### config.mk
export PLATFORM = sky130hd
export DESIGN_NAME = enclosure_mgmt_control_caps
export DESIGN_NICKNAME = d
export VERILOG_FILES = /design/src/encl_pkg.sv /design/src/enclosure_mgmt_control_caps.sv
export SDC_FILE = /design/constraint.sdc
export NUM_CORES = 1
export LEC_CHECK = 0
export ABC_AREA = 1
export BUFFER_PORTS_ARGS = -buffer_cell sky130_fd_sc_hd__buf_2
export CAP_MARGIN = 20
export CELL_PAD_IN_SITES_DETAIL_PLACEMENT = 1
export CELL_PAD_IN_SITES_GLOBAL_PLACEMENT = 1
export CORE_ASPECT_RATIO = 0.75
export CORE_MARGIN = 2
export CORE_UTILIZATION = 34
export DETAILED_ROUTE_END_ITERATION = 8
export HOLD_SLACK_MARGIN = 0.08
export PLACE_DENSITY_LB_ADDON = 0.1
export SLEW_MARGIN = 20
export SYNTH_ARGS = -nofsm -noshare
export SYNTH_HDL_FRONTEND = slang
export SYNTH_SLANG_ARGS = --single-unit
### constraint.sdc
create_clock -name core_clk_i -period 2.11 [get_ports core_clk_i]
set_input_delay 0.3165 -clock core_clk_i [delete_from_list [all_inputs] [get_ports core_clk_i]]
set_output_delay 0.3165 -clock core_clk_i [all_outputs]
set_load 0.02 [all_outputs]
### src/encl_pkg.sv
package encl_pkg;
   localparam int ADDR_W = 8;
   // register byte addresses
   localparam logic [7:0] ENCLOSURE_MSG_CONTROL_STATUS_OFS = 8'h20;
   localparam logic [7:0] EXTENDED_CAPABILITIES_OFS = 8'h24;
   localparam logic [7:0] INT_STS_OFS = 8'h30;
   localparam logic [7:0] INT_MSK_OFS = 8'h34;
   localparam logic [7:0] LINK_OFS = 8'h38;
   // enclosure control field positions
   localparam int SMB_BIT = 24;
   localparam int SGPIO_BIT = 19;
   localparam int SES2_BIT = 18;
   localparam int SAFTE_BIT = 17;
   localparam int LED_BIT = 16;
   localparam int RST_BIT = 9;
   localparam int TM_BIT = 8;
   localparam int MR_BIT = 0;
   // extended capability field positions
   localparam int AUTO_PARTIAL_TO_SLUMBER_CAP_BIT = 2;
   localparam int NV_CACHE_SUPPORT_CAP_BIT = 1;
   localparam int BOH_BIT = 0;
   // interrupt status layout
   localparam int IRQ_N = 3;
   localparam int IRQ_MR = 0;
   localparam int IRQ_TXDONE = 1;
   localparam int IRQ_RSTDONE = 2;
   // link status layout
   localparam int LNK_RST_BIT = 0;
   localparam int LNK_TX_BIT = 1;
   localparam int LNK_RX_BIT = 2;
   localparam logic [31:0] ZERO32 = 32'h0000_0000;
   // reset pulse length to the enclosure processor
   localparam int RST_TIME_NS = 1000;
   localparam int CLK_NS = 100;
   localparam int RST_CYC = (RST_TIME_NS + CLK_NS - 1) / CLK_NS;
   localparam logic [3:0] RST_CYC_4 = 4'(RST_CYC);

   typedef enum logic [1:0] {
      ST_IDLE = 2'b00,
      ST_RESET = 2'b01,
      ST_TX = 2'b10
   } em_state_e;

   typedef struct packed {
      logic smb;
      logic sgpio;
      logic ses2;
      logic safte;
      logic led;
      logic auto_partial_to_slumber_cap;
      logic nv_cache_support_cap;
      logic ownership_handoff_cap;
   } caps_s;

   typedef struct packed {
      em_state_e st;
      logic [3:0] cnt;
      logic rst_cmd;
      logic tx_cmd;
      logic mr;
      logic [IRQ_N-1:0] sts;
      logic [IRQ_N-1:0] msk;
      logic [31:0] rdata;
      logic irq;
      logic encl_rst;
      logic tx_start;
   } em_state_s;
endpackage

### src/enclosure_mgmt_control_caps.sv
`timescale 1ns/10ps
// Function
// RULE_01: the shared-buffer bit reports one buffer for send and receive.
// RULE_02: a read-only bit reports sgpio message support.
// RULE_03: a read-only bit reports ses-2 message support.
// RULE_04: a read-only bit reports saf-te message support.
// RULE_05: a read-only bit reports led message support.
// RULE_06: writing 1 to the reset command resets message logic and enclosure.
// RULE_07: the reset command self-clears when done; writing 0 does nothing.
// RULE_08: writing 1 to the transmit command sends the buffered message.
// RULE_09: transmit command clears when sent; writing 0 is ignored.
// RULE_10: software keeps the buffer unchanged while transmit reads 1.
// RULE_11: the received flag sets once a full message is buffered.
// RULE_12: software clears the received flag by writing 1; 0 is ignored.
// RULE_13: software should read the message before clearing the flag.
// RULE_14: a read-only bit reports auto partial-to-slumber support.
// RULE_15: a read-only bit reports cache support, range 60h-9fh valid.
// RULE_16: a read-only bit reports ownership handoff support.
// RULE_17: reserved bits read zero and ignore writes.
module enclosure_mgmt_control_caps #(
   parameter logic SMB = 1'b0,
   parameter logic SGPIO = 1'b0,
   parameter logic SES2 = 1'b0,
   parameter logic SAFTE = 1'b0,
   parameter logic LED = 1'b1,
   parameter logic AUTO_PARTIAL_TO_SLUMBER_CAP = 1'b0,
   parameter logic NV_CACHE_SUPPORT_CAP = 1'b0,
   parameter logic OWNERSHIP_HANDOFF_CAP = 1'b0
) (
   input wire logic core_clk_i,
   input wire logic rst_n_i,
   input wire logic [encl_pkg::ADDR_W-1:0] addr_i,
   input wire logic [31:0] wdata_i,
   input wire logic wr_i,
   input wire logic rd_i,
   output logic [31:0] rdata_o,
   output logic irq_o,
   output logic encl_rst_o,
   output logic tx_start_o,
   input wire logic tx_done_i,
   input wire logic rx_done_i
);

   ////////////////////////////////////////////////////////////////////////////
   encl_pkg::caps_s caps;
   encl_pkg::em_state_s s_r;
   encl_pkg::em_state_s s_nxt;
   logic wr_ctl;
   logic wr_sts;
   logic wr_msk;
   logic [encl_pkg::IRQ_N-1:0] ev;

   assign caps = '{SMB, SGPIO, SES2, SAFTE, LED, AUTO_PARTIAL_TO_SLUMBER_CAP, NV_CACHE_SUPPORT_CAP, OWNERSHIP_HANDOFF_CAP};

   function automatic logic [31:0] ctl_word(input encl_pkg::em_state_s s,
                                            input encl_pkg::caps_s c);
      logic [31:0] w;
      w = encl_pkg::ZERO32; // see RULE_17
      w[encl_pkg::SMB_BIT] = c.smb; // see RULE_01
      w[encl_pkg::SGPIO_BIT] = c.sgpio; // see RULE_02
      w[encl_pkg::SES2_BIT] = c.ses2; // see RULE_03
      w[encl_pkg::SAFTE_BIT] = c.safte; // see RULE_04
      w[encl_pkg::LED_BIT] = c.led; // see RULE_05
      w[encl_pkg::RST_BIT] = s.rst_cmd;
      w[encl_pkg::TM_BIT] = s.tx_cmd;
      w[encl_pkg::MR_BIT] = s.mr;
      return w;
   endfunction

   function automatic logic [31:0] extended_capabilities_word(input encl_pkg::caps_s c);
      logic [31:0] w;
      w = encl_pkg::ZERO32; // see RULE_17
      w[encl_pkg::AUTO_PARTIAL_TO_SLUMBER_CAP_BIT] = c.auto_partial_to_slumber_cap; // see RULE_14
      w[encl_pkg::NV_CACHE_SUPPORT_CAP_BIT] = c.nv_cache_support_cap; // see RULE_15
      w[encl_pkg::BOH_BIT] = c.ownership_handoff_cap; // see RULE_16
      return w;
   endfunction

   ////////////////////////////////////////////////////////////////////////////
   assign wr_ctl = wr_i && (addr_i == encl_pkg::ENCLOSURE_MSG_CONTROL_STATUS_OFS);
   assign wr_sts = wr_i && (addr_i == encl_pkg::INT_STS_OFS);
   assign wr_msk = wr_i && (addr_i == encl_pkg::INT_MSK_OFS);

   always_comb
   begin
      s_nxt = s_r;
      ev = '0;
      s_nxt.tx_start = 1'b0;
      unique case (s_r.st)
         encl_pkg::ST_IDLE:
         begin
            // reset outranks transmit when both are written together
            if (wr_ctl && wdata_i[encl_pkg::RST_BIT])
            begin
               s_nxt.rst_cmd = 1'b1; // see RULE_06
               s_nxt.tx_cmd = 1'b0;
               s_nxt.cnt = encl_pkg::RST_CYC_4;
               s_nxt.st = encl_pkg::ST_RESET;
            end
            else if (wr_ctl && wdata_i[encl_pkg::TM_BIT])
            begin
               s_nxt.tx_cmd = 1'b1; // see RULE_08
               s_nxt.tx_start = 1'b1;
               s_nxt.st = encl_pkg::ST_TX;
            end
         end
         encl_pkg::ST_RESET:
         begin
            // no command is taken while the reset runs
            if (s_r.cnt == 4'h1)
            begin
               s_nxt.rst_cmd = 1'b0; // see RULE_07
               s_nxt.st = encl_pkg::ST_IDLE;
               ev[encl_pkg::IRQ_RSTDONE] = 1'b1;
            end
            s_nxt.cnt = s_r.cnt - 4'h1;
         end
         encl_pkg::ST_TX:
         begin
            if (wr_ctl && wdata_i[encl_pkg::RST_BIT])
            begin
               // reset aborts the message in flight
               s_nxt.rst_cmd = 1'b1; // see RULE_06
               s_nxt.tx_cmd = 1'b0;
               s_nxt.cnt = encl_pkg::RST_CYC_4;
               s_nxt.st = encl_pkg::ST_RESET;
            end
            else if (tx_done_i)
            begin
               s_nxt.tx_cmd = 1'b0; // see RULE_09
               s_nxt.st = encl_pkg::ST_IDLE;
               ev[encl_pkg::IRQ_TXDONE] = 1'b1;
            end
         end
         default:
            s_nxt.st = encl_pkg::ST_IDLE;
      endcase
      // received flag: set wins over a same-cycle clear
      if (wr_ctl && wdata_i[encl_pkg::MR_BIT])
         s_nxt.mr = 1'b0; // see RULE_12
      if (rx_done_i && s_r.st != encl_pkg::ST_RESET)
      begin
         s_nxt.mr = 1'b1; // see RULE_11
         ev[encl_pkg::IRQ_MR] = 1'b1;
      end
      if (s_nxt.st == encl_pkg::ST_RESET)
         s_nxt.mr = 1'b0;
      if (wr_sts)
         s_nxt.sts = s_r.sts & ~wdata_i[encl_pkg::IRQ_N-1:0];
      s_nxt.sts = s_nxt.sts | ev;
      if (wr_msk)
         s_nxt.msk = wdata_i[encl_pkg::IRQ_N-1:0];
      s_nxt.irq = |(s_nxt.sts & s_nxt.msk);
      s_nxt.encl_rst = (s_nxt.st == encl_pkg::ST_RESET);
      s_nxt.rdata = encl_pkg::ZERO32;
      if (rd_i)
      begin
         unique case (addr_i)
            encl_pkg::ENCLOSURE_MSG_CONTROL_STATUS_OFS: s_nxt.rdata = ctl_word(s_r, caps);
            encl_pkg::EXTENDED_CAPABILITIES_OFS: s_nxt.rdata = extended_capabilities_word(caps);
            encl_pkg::INT_STS_OFS: s_nxt.rdata[encl_pkg::IRQ_N-1:0] = s_r.sts;
            encl_pkg::INT_MSK_OFS: s_nxt.rdata[encl_pkg::IRQ_N-1:0] = s_r.msk;
            encl_pkg::LINK_OFS:
            begin
               s_nxt.rdata[encl_pkg::LNK_RST_BIT] = s_r.encl_rst;
               s_nxt.rdata[encl_pkg::LNK_TX_BIT] = s_r.st == encl_pkg::ST_TX;
               s_nxt.rdata[encl_pkg::LNK_RX_BIT] = s_r.mr;
            end
            default: s_nxt.rdata = encl_pkg::ZERO32;
         endcase
      end
   end

   always_ff @(posedge core_clk_i or negedge rst_n_i)
   begin
      if (!rst_n_i)
         s_r <= '{st: encl_pkg::ST_IDLE, default: '0};
      else
         s_r <= s_nxt;
   end

   assign rdata_o = s_r.rdata;
   assign irq_o = s_r.irq;
   assign encl_rst_o = s_r.encl_rst;
   assign tx_start_o = s_r.tx_start;

   ////////////////////////////////////////////////////////////////////////////
   property p_rst_set;
      @(posedge core_clk_i) disable iff (!rst_n_i)
      (wr_ctl && wdata_i[encl_pkg::RST_BIT] && s_r.st != encl_pkg::ST_RESET)
         |=> s_r.rst_cmd && encl_rst_o;
   endproperty
   a_rst_set: assert property (p_rst_set) // see RULE_06
      else $error("reset command not taken");

   // checker helper: cycles the reset command has stood so far
   logic [3:0] rst_len_r;
   always_ff @(posedge core_clk_i or negedge rst_n_i)
   begin
      if (!rst_n_i)
         rst_len_r <= 4'h0;
      else if (s_r.rst_cmd)
         rst_len_r <= rst_len_r + 4'h1;
      else
         rst_len_r <= 4'h0;
   end

   property p_rst_clear;
      @(posedge core_clk_i) disable iff (!rst_n_i)
      $fell(s_r.rst_cmd) |-> rst_len_r == encl_pkg::RST_CYC_4;
   endproperty
   a_rst_clear: assert property (p_rst_clear) // see RULE_07
      else $error("reset command length wrong");

   property p_tx_start;
      @(posedge core_clk_i) disable iff (!rst_n_i)
      (wr_ctl && wdata_i[encl_pkg::TM_BIT] && !wdata_i[encl_pkg::RST_BIT]
         && s_r.st == encl_pkg::ST_IDLE) |=> tx_start_o && s_r.tx_cmd;
   endproperty
   a_tx_start: assert property (p_tx_start) // see RULE_08
      else $error("transmit not started");

   property p_tx_done;
      @(posedge core_clk_i) disable iff (!rst_n_i)
      (s_r.st == encl_pkg::ST_TX && tx_done_i && !wr_ctl) |=> !s_r.tx_cmd;
   endproperty
   a_tx_done: assert property (p_tx_done) // see RULE_09
      else $error("transmit bit not cleared");

   property p_tx_hold;
      @(posedge core_clk_i) disable iff (!rst_n_i)
      (s_r.tx_cmd && !tx_done_i && !wr_ctl) |=> s_r.tx_cmd;
   endproperty
   a_tx_hold: assert property (p_tx_hold) // see RULE_09
      else $error("transmit bit dropped early");

   property p_mr_set;
      @(posedge core_clk_i) disable iff (!rst_n_i)
      (rx_done_i && s_r.st != encl_pkg::ST_RESET && !wr_ctl) |=> s_r.mr
         ##1 (s_r.sts[encl_pkg::IRQ_MR] || $past(wr_sts));
   endproperty
   a_mr_set: assert property (p_mr_set) // see RULE_11
      else $error("received flag not set");

   property p_mr_w0;
      @(posedge core_clk_i) disable iff (!rst_n_i)
      (s_r.mr && wr_ctl && !wdata_i[encl_pkg::MR_BIT]
         && !wdata_i[encl_pkg::RST_BIT]) |=> s_r.mr;
   endproperty
   a_mr_w0: assert property (p_mr_w0) // see RULE_12
      else $error("received flag lost on write 0");

   property p_cap_read;
      @(posedge core_clk_i) disable iff (!rst_n_i)
      (rd_i && addr_i == encl_pkg::EXTENDED_CAPABILITIES_OFS) |=>
         rdata_o == {29'h0, AUTO_PARTIAL_TO_SLUMBER_CAP, NV_CACHE_SUPPORT_CAP, OWNERSHIP_HANDOFF_CAP};
   endproperty
   a_cap_read: assert property (p_cap_read) // see RULE_15
      else $error("extended capability read wrong");

   property p_ctl_resv;
      @(posedge core_clk_i) disable iff (!rst_n_i)
      (rd_i && addr_i == encl_pkg::ENCLOSURE_MSG_CONTROL_STATUS_OFS) |=>
         rdata_o[31:25] == 7'h0 && rdata_o[23:20] == 4'h0
         && rdata_o[15:10] == 6'h0 && rdata_o[7:1] == 7'h0
         && rdata_o[24] == SMB && rdata_o[19:16] == {SGPIO, SES2, SAFTE, LED};
   endproperty
   a_ctl_resv: assert property (p_ctl_resv) // see RULE_17
      else $error("control read wrong");

   property p_irq;
      @(posedge core_clk_i) disable iff (!rst_n_i)
      ##1 irq_o == |($past(s_nxt.sts) & $past(s_nxt.msk));
   endproperty
   a_irq: assert property (p_irq)
      else $error("interrupt level wrong");
endmodule

==> impl_metrics.tcl <==
set metrics [dict create \
    hold_ws_ns 0.261 \
    cp_cell_sequence "ha_1 -> nor3b_2 -> nand2_1 -> nand3_2 -> nand2_1 -> nand3_1" \
    multiInputGateArea_um2 681 \
    layout_commonest_cell "nand2_1" \
    crit_path_start_kind "register" \
    rsz0062_at_grt "no" \
    antenna_found_initial 0 \
    cts_tree "built" \
    n_fill_cell 522 \
    synthDistinctLibCells 28 \
    coreArea_mm2 0.00415 \
    cp.required_ns 2.31 \
    post_cts_resized 0 \
    syn_area_per_cell_um2 8.65 \
    final_nets 248 \
    grt_pass1_vias 1084 \
    cp_slowest_stage_delay_ns 0.50 \
    io_pins 81 \
    setup_viol 0 \
    synth_top_area_cell "dfrtp_1" \
    max_slew.worst_pin.slew_ns 0.576 \
    highest_layer "met4" \
    reg2reg_depth 6 \
    drt_iter0_markers 37 \
    powerDensity_mw_per_mm2 678 \
    areaGrowthSynthToFinish_pct 7.60 \
    insertion_delay_ns 0.27 \
    period_share_pct 70.2 \
    fin_skew_ns 0.00534 \
    synth_seq_area_share_pct 39.7 \
    overflow 0 \
    syn_area_mm2 0.00151 \
    path_class "reg2reg" \
    path_clk_slew_ns 0.09 \
    drt_pass1_iterations 4 \
    yosysTopAreaCellShare_pct 39.7 \
    drive_gt1_share_pct 30.7 \
    grt_usage_pct 13.7 \
    fp.dieW_um 81.1 \
    m1WireLength_mm 1.53 \
    clockRootBuffer "clkbuf_8" \
    dieArea_mm2 0.00501 \
    crit_arrival_ns 1.69 \
    max_freq_ghz 0.675 \
    post_dp_cell_area_mm2 0.00156 \
    io_buffers 27 \
    ys_ff_latch 24 \
    outcome "finished clean" \
    hpwlAfterDp_mm 2.62 \
    regArea_um2 601 \
    globalplace.congestion 0.728 \
    critPathMaxFanout 5 \
    die_h_um 61.8 \
    yosysWarnings 0 \
    grt_max_degree 25 \
    final_area_mm2 0.00163 \
    cts.sinks 24 \
    clockBufferDepth 2 \
    final_cell_mix "nand2_1 (36), buf_2 (27), conb_1 (26)" \
    wl_mm 3.20 \
    drt.antenna.violating_nets 0 \
    max_slew_margin_pct 61.6 \
    grt_first_pass_wirelength_mm 5.11 \
    met2WireLength_mm 1.42 \
    drc 0 \
    routedWlPerCell_um 12.6 \
    routed_via_density 4.34 \
    cts-buffers-inserted 3 \
    p_total_w 0.00111 \
    synth_cells 175 \
    critical_path.slowest_cell "dfrtp_1" \
    ir_drop_uv 194 \
    rows 20 \
    holdCritPathClass "in2reg" \
    cp_common_cell "nand2_1" \
    worst_hold_path.num_cells 2 \
    leakagePower_nw 0.890 \
    antennaDiodeCount 0 \
    drv_slew 0 \
    met3_length_um 224 \
    final_hold_viol_count 0 \
    end_kind "register" \
    cts_setup_buffers 0 \
    start_util_pct 36.4 \
    setup_tns_ns 0 \
    dr_total_vias 1102 \
    htree_levels 1 \
    synth_top_cells_by_area "dfrtp_1 (40%), buf_4 (16%), nand2_1 (8.9%)" \
    drv_cap 0 \
    period_minus_slack_ns 1.48 \
]
state kept, by name (all words and copies together) (netlist names):
signal	cells
s_r	15
rdata_o	6
encl_rst_o	1
irq_o	1
tx_start_o	1
worst paths after layout:
path / to / slack (ns) / start
worst max-delay path: irq_o / 0.63 / s_r[44]
worst min-delay path: tx_start_o / 0.26 / wdata_i[9]
worst max register to register: irq_o / 0.63 / s_r[44]
worst min register to register: s_r[43] / 0.49 / s_r[43]
max in group asynchronous: s_r[48] / 1.16 / rst_n_i
min in group asynchronous: rdata_o[1] / 0.57 / rst_n_i
what timing repair did:
action                                  4_1_cts  5_1_grt
endpoints found under the setup margin        0        0
hold buffers                                  1        0
endpoints found under the hold margin        24        0
cell usage after synthesis, drive strengths merged:
cell type,count
a21oi,3
ha,2
nor4,2
conb,1
nand3,20
and3,1
buf,33
dfrtp,24
o21ai,4
nor2,16
nor3b,1
xor2,1
nand2,43
inv,21
o22ai,1
nand4,1
xnor2,1
cell families after synthesis:
| family | after synthesis | share of synthesized area (%) |
|---|---|---|
| XOR/XNOR | 2 | 1.16 |
| buffers and inverters | 54 | 21.6 |
| AND/OR/NAND/NOR | 84 | 31.7 |
| flip-flops | 24 | 39.7 |
| adder cells (fa/ha/maj) | 2 | 1.65 |
| other | 1 | 0.248 |
| AO/OA/AOI/OAI | 8 | 3.97 |
power by group:
| group | switching, W | total [W] | internal (W) |
|---|---|---|---|
| clock network | 0.000147 | 0.000314 | 0.000167 |
| registers | 0.0000593 | 0.000565 | 0.000506 |
| logic | 0.000149 | 0.000226 | 0.0000774 |
through the flow:
step / util, % / setup slack [ns] / cells
6_report: 39.2 / 0.629 / 254
5_1_grt: 39.2 / 0.494 / 254
4_1_cts: 39.2 / 0.609 / 254
3_5_place_dp: 37.7 / 0.641 / 249
3_3_place_gp: 37.7 / 0.674 / 249
2_1_floorplan: - / 0.866 / 200
worst max-delay path, delay by kind of cell (launching register included):
| kind | cells | cell delay (ns) |
|---|---|---|
| flops | 1 | 0.50 |
| fa+ha+maj | 1 | 0.18 |
| simple gates | 5 | 0.74 |
layout make-up:
type	count	area share [%]
Inverter	21	4.84
Timing Repair Buffer	28	8.91
Tap cell	55	4.22
Sequential cell	24	36.9
Clock buffer	4	3.38
Multi-Input combinational cell	122	41.8
layer usage:
metal | up-vias | GRT usage (%)
met4 | 0 | 2.91
met1 | 516 | 18.1
met3 | 2 | 3.61
met2 | 45 | 23.0
li1 | 539 | -
met5 | - | 0
Note: power is estimated with default switching activity, not from simulation.
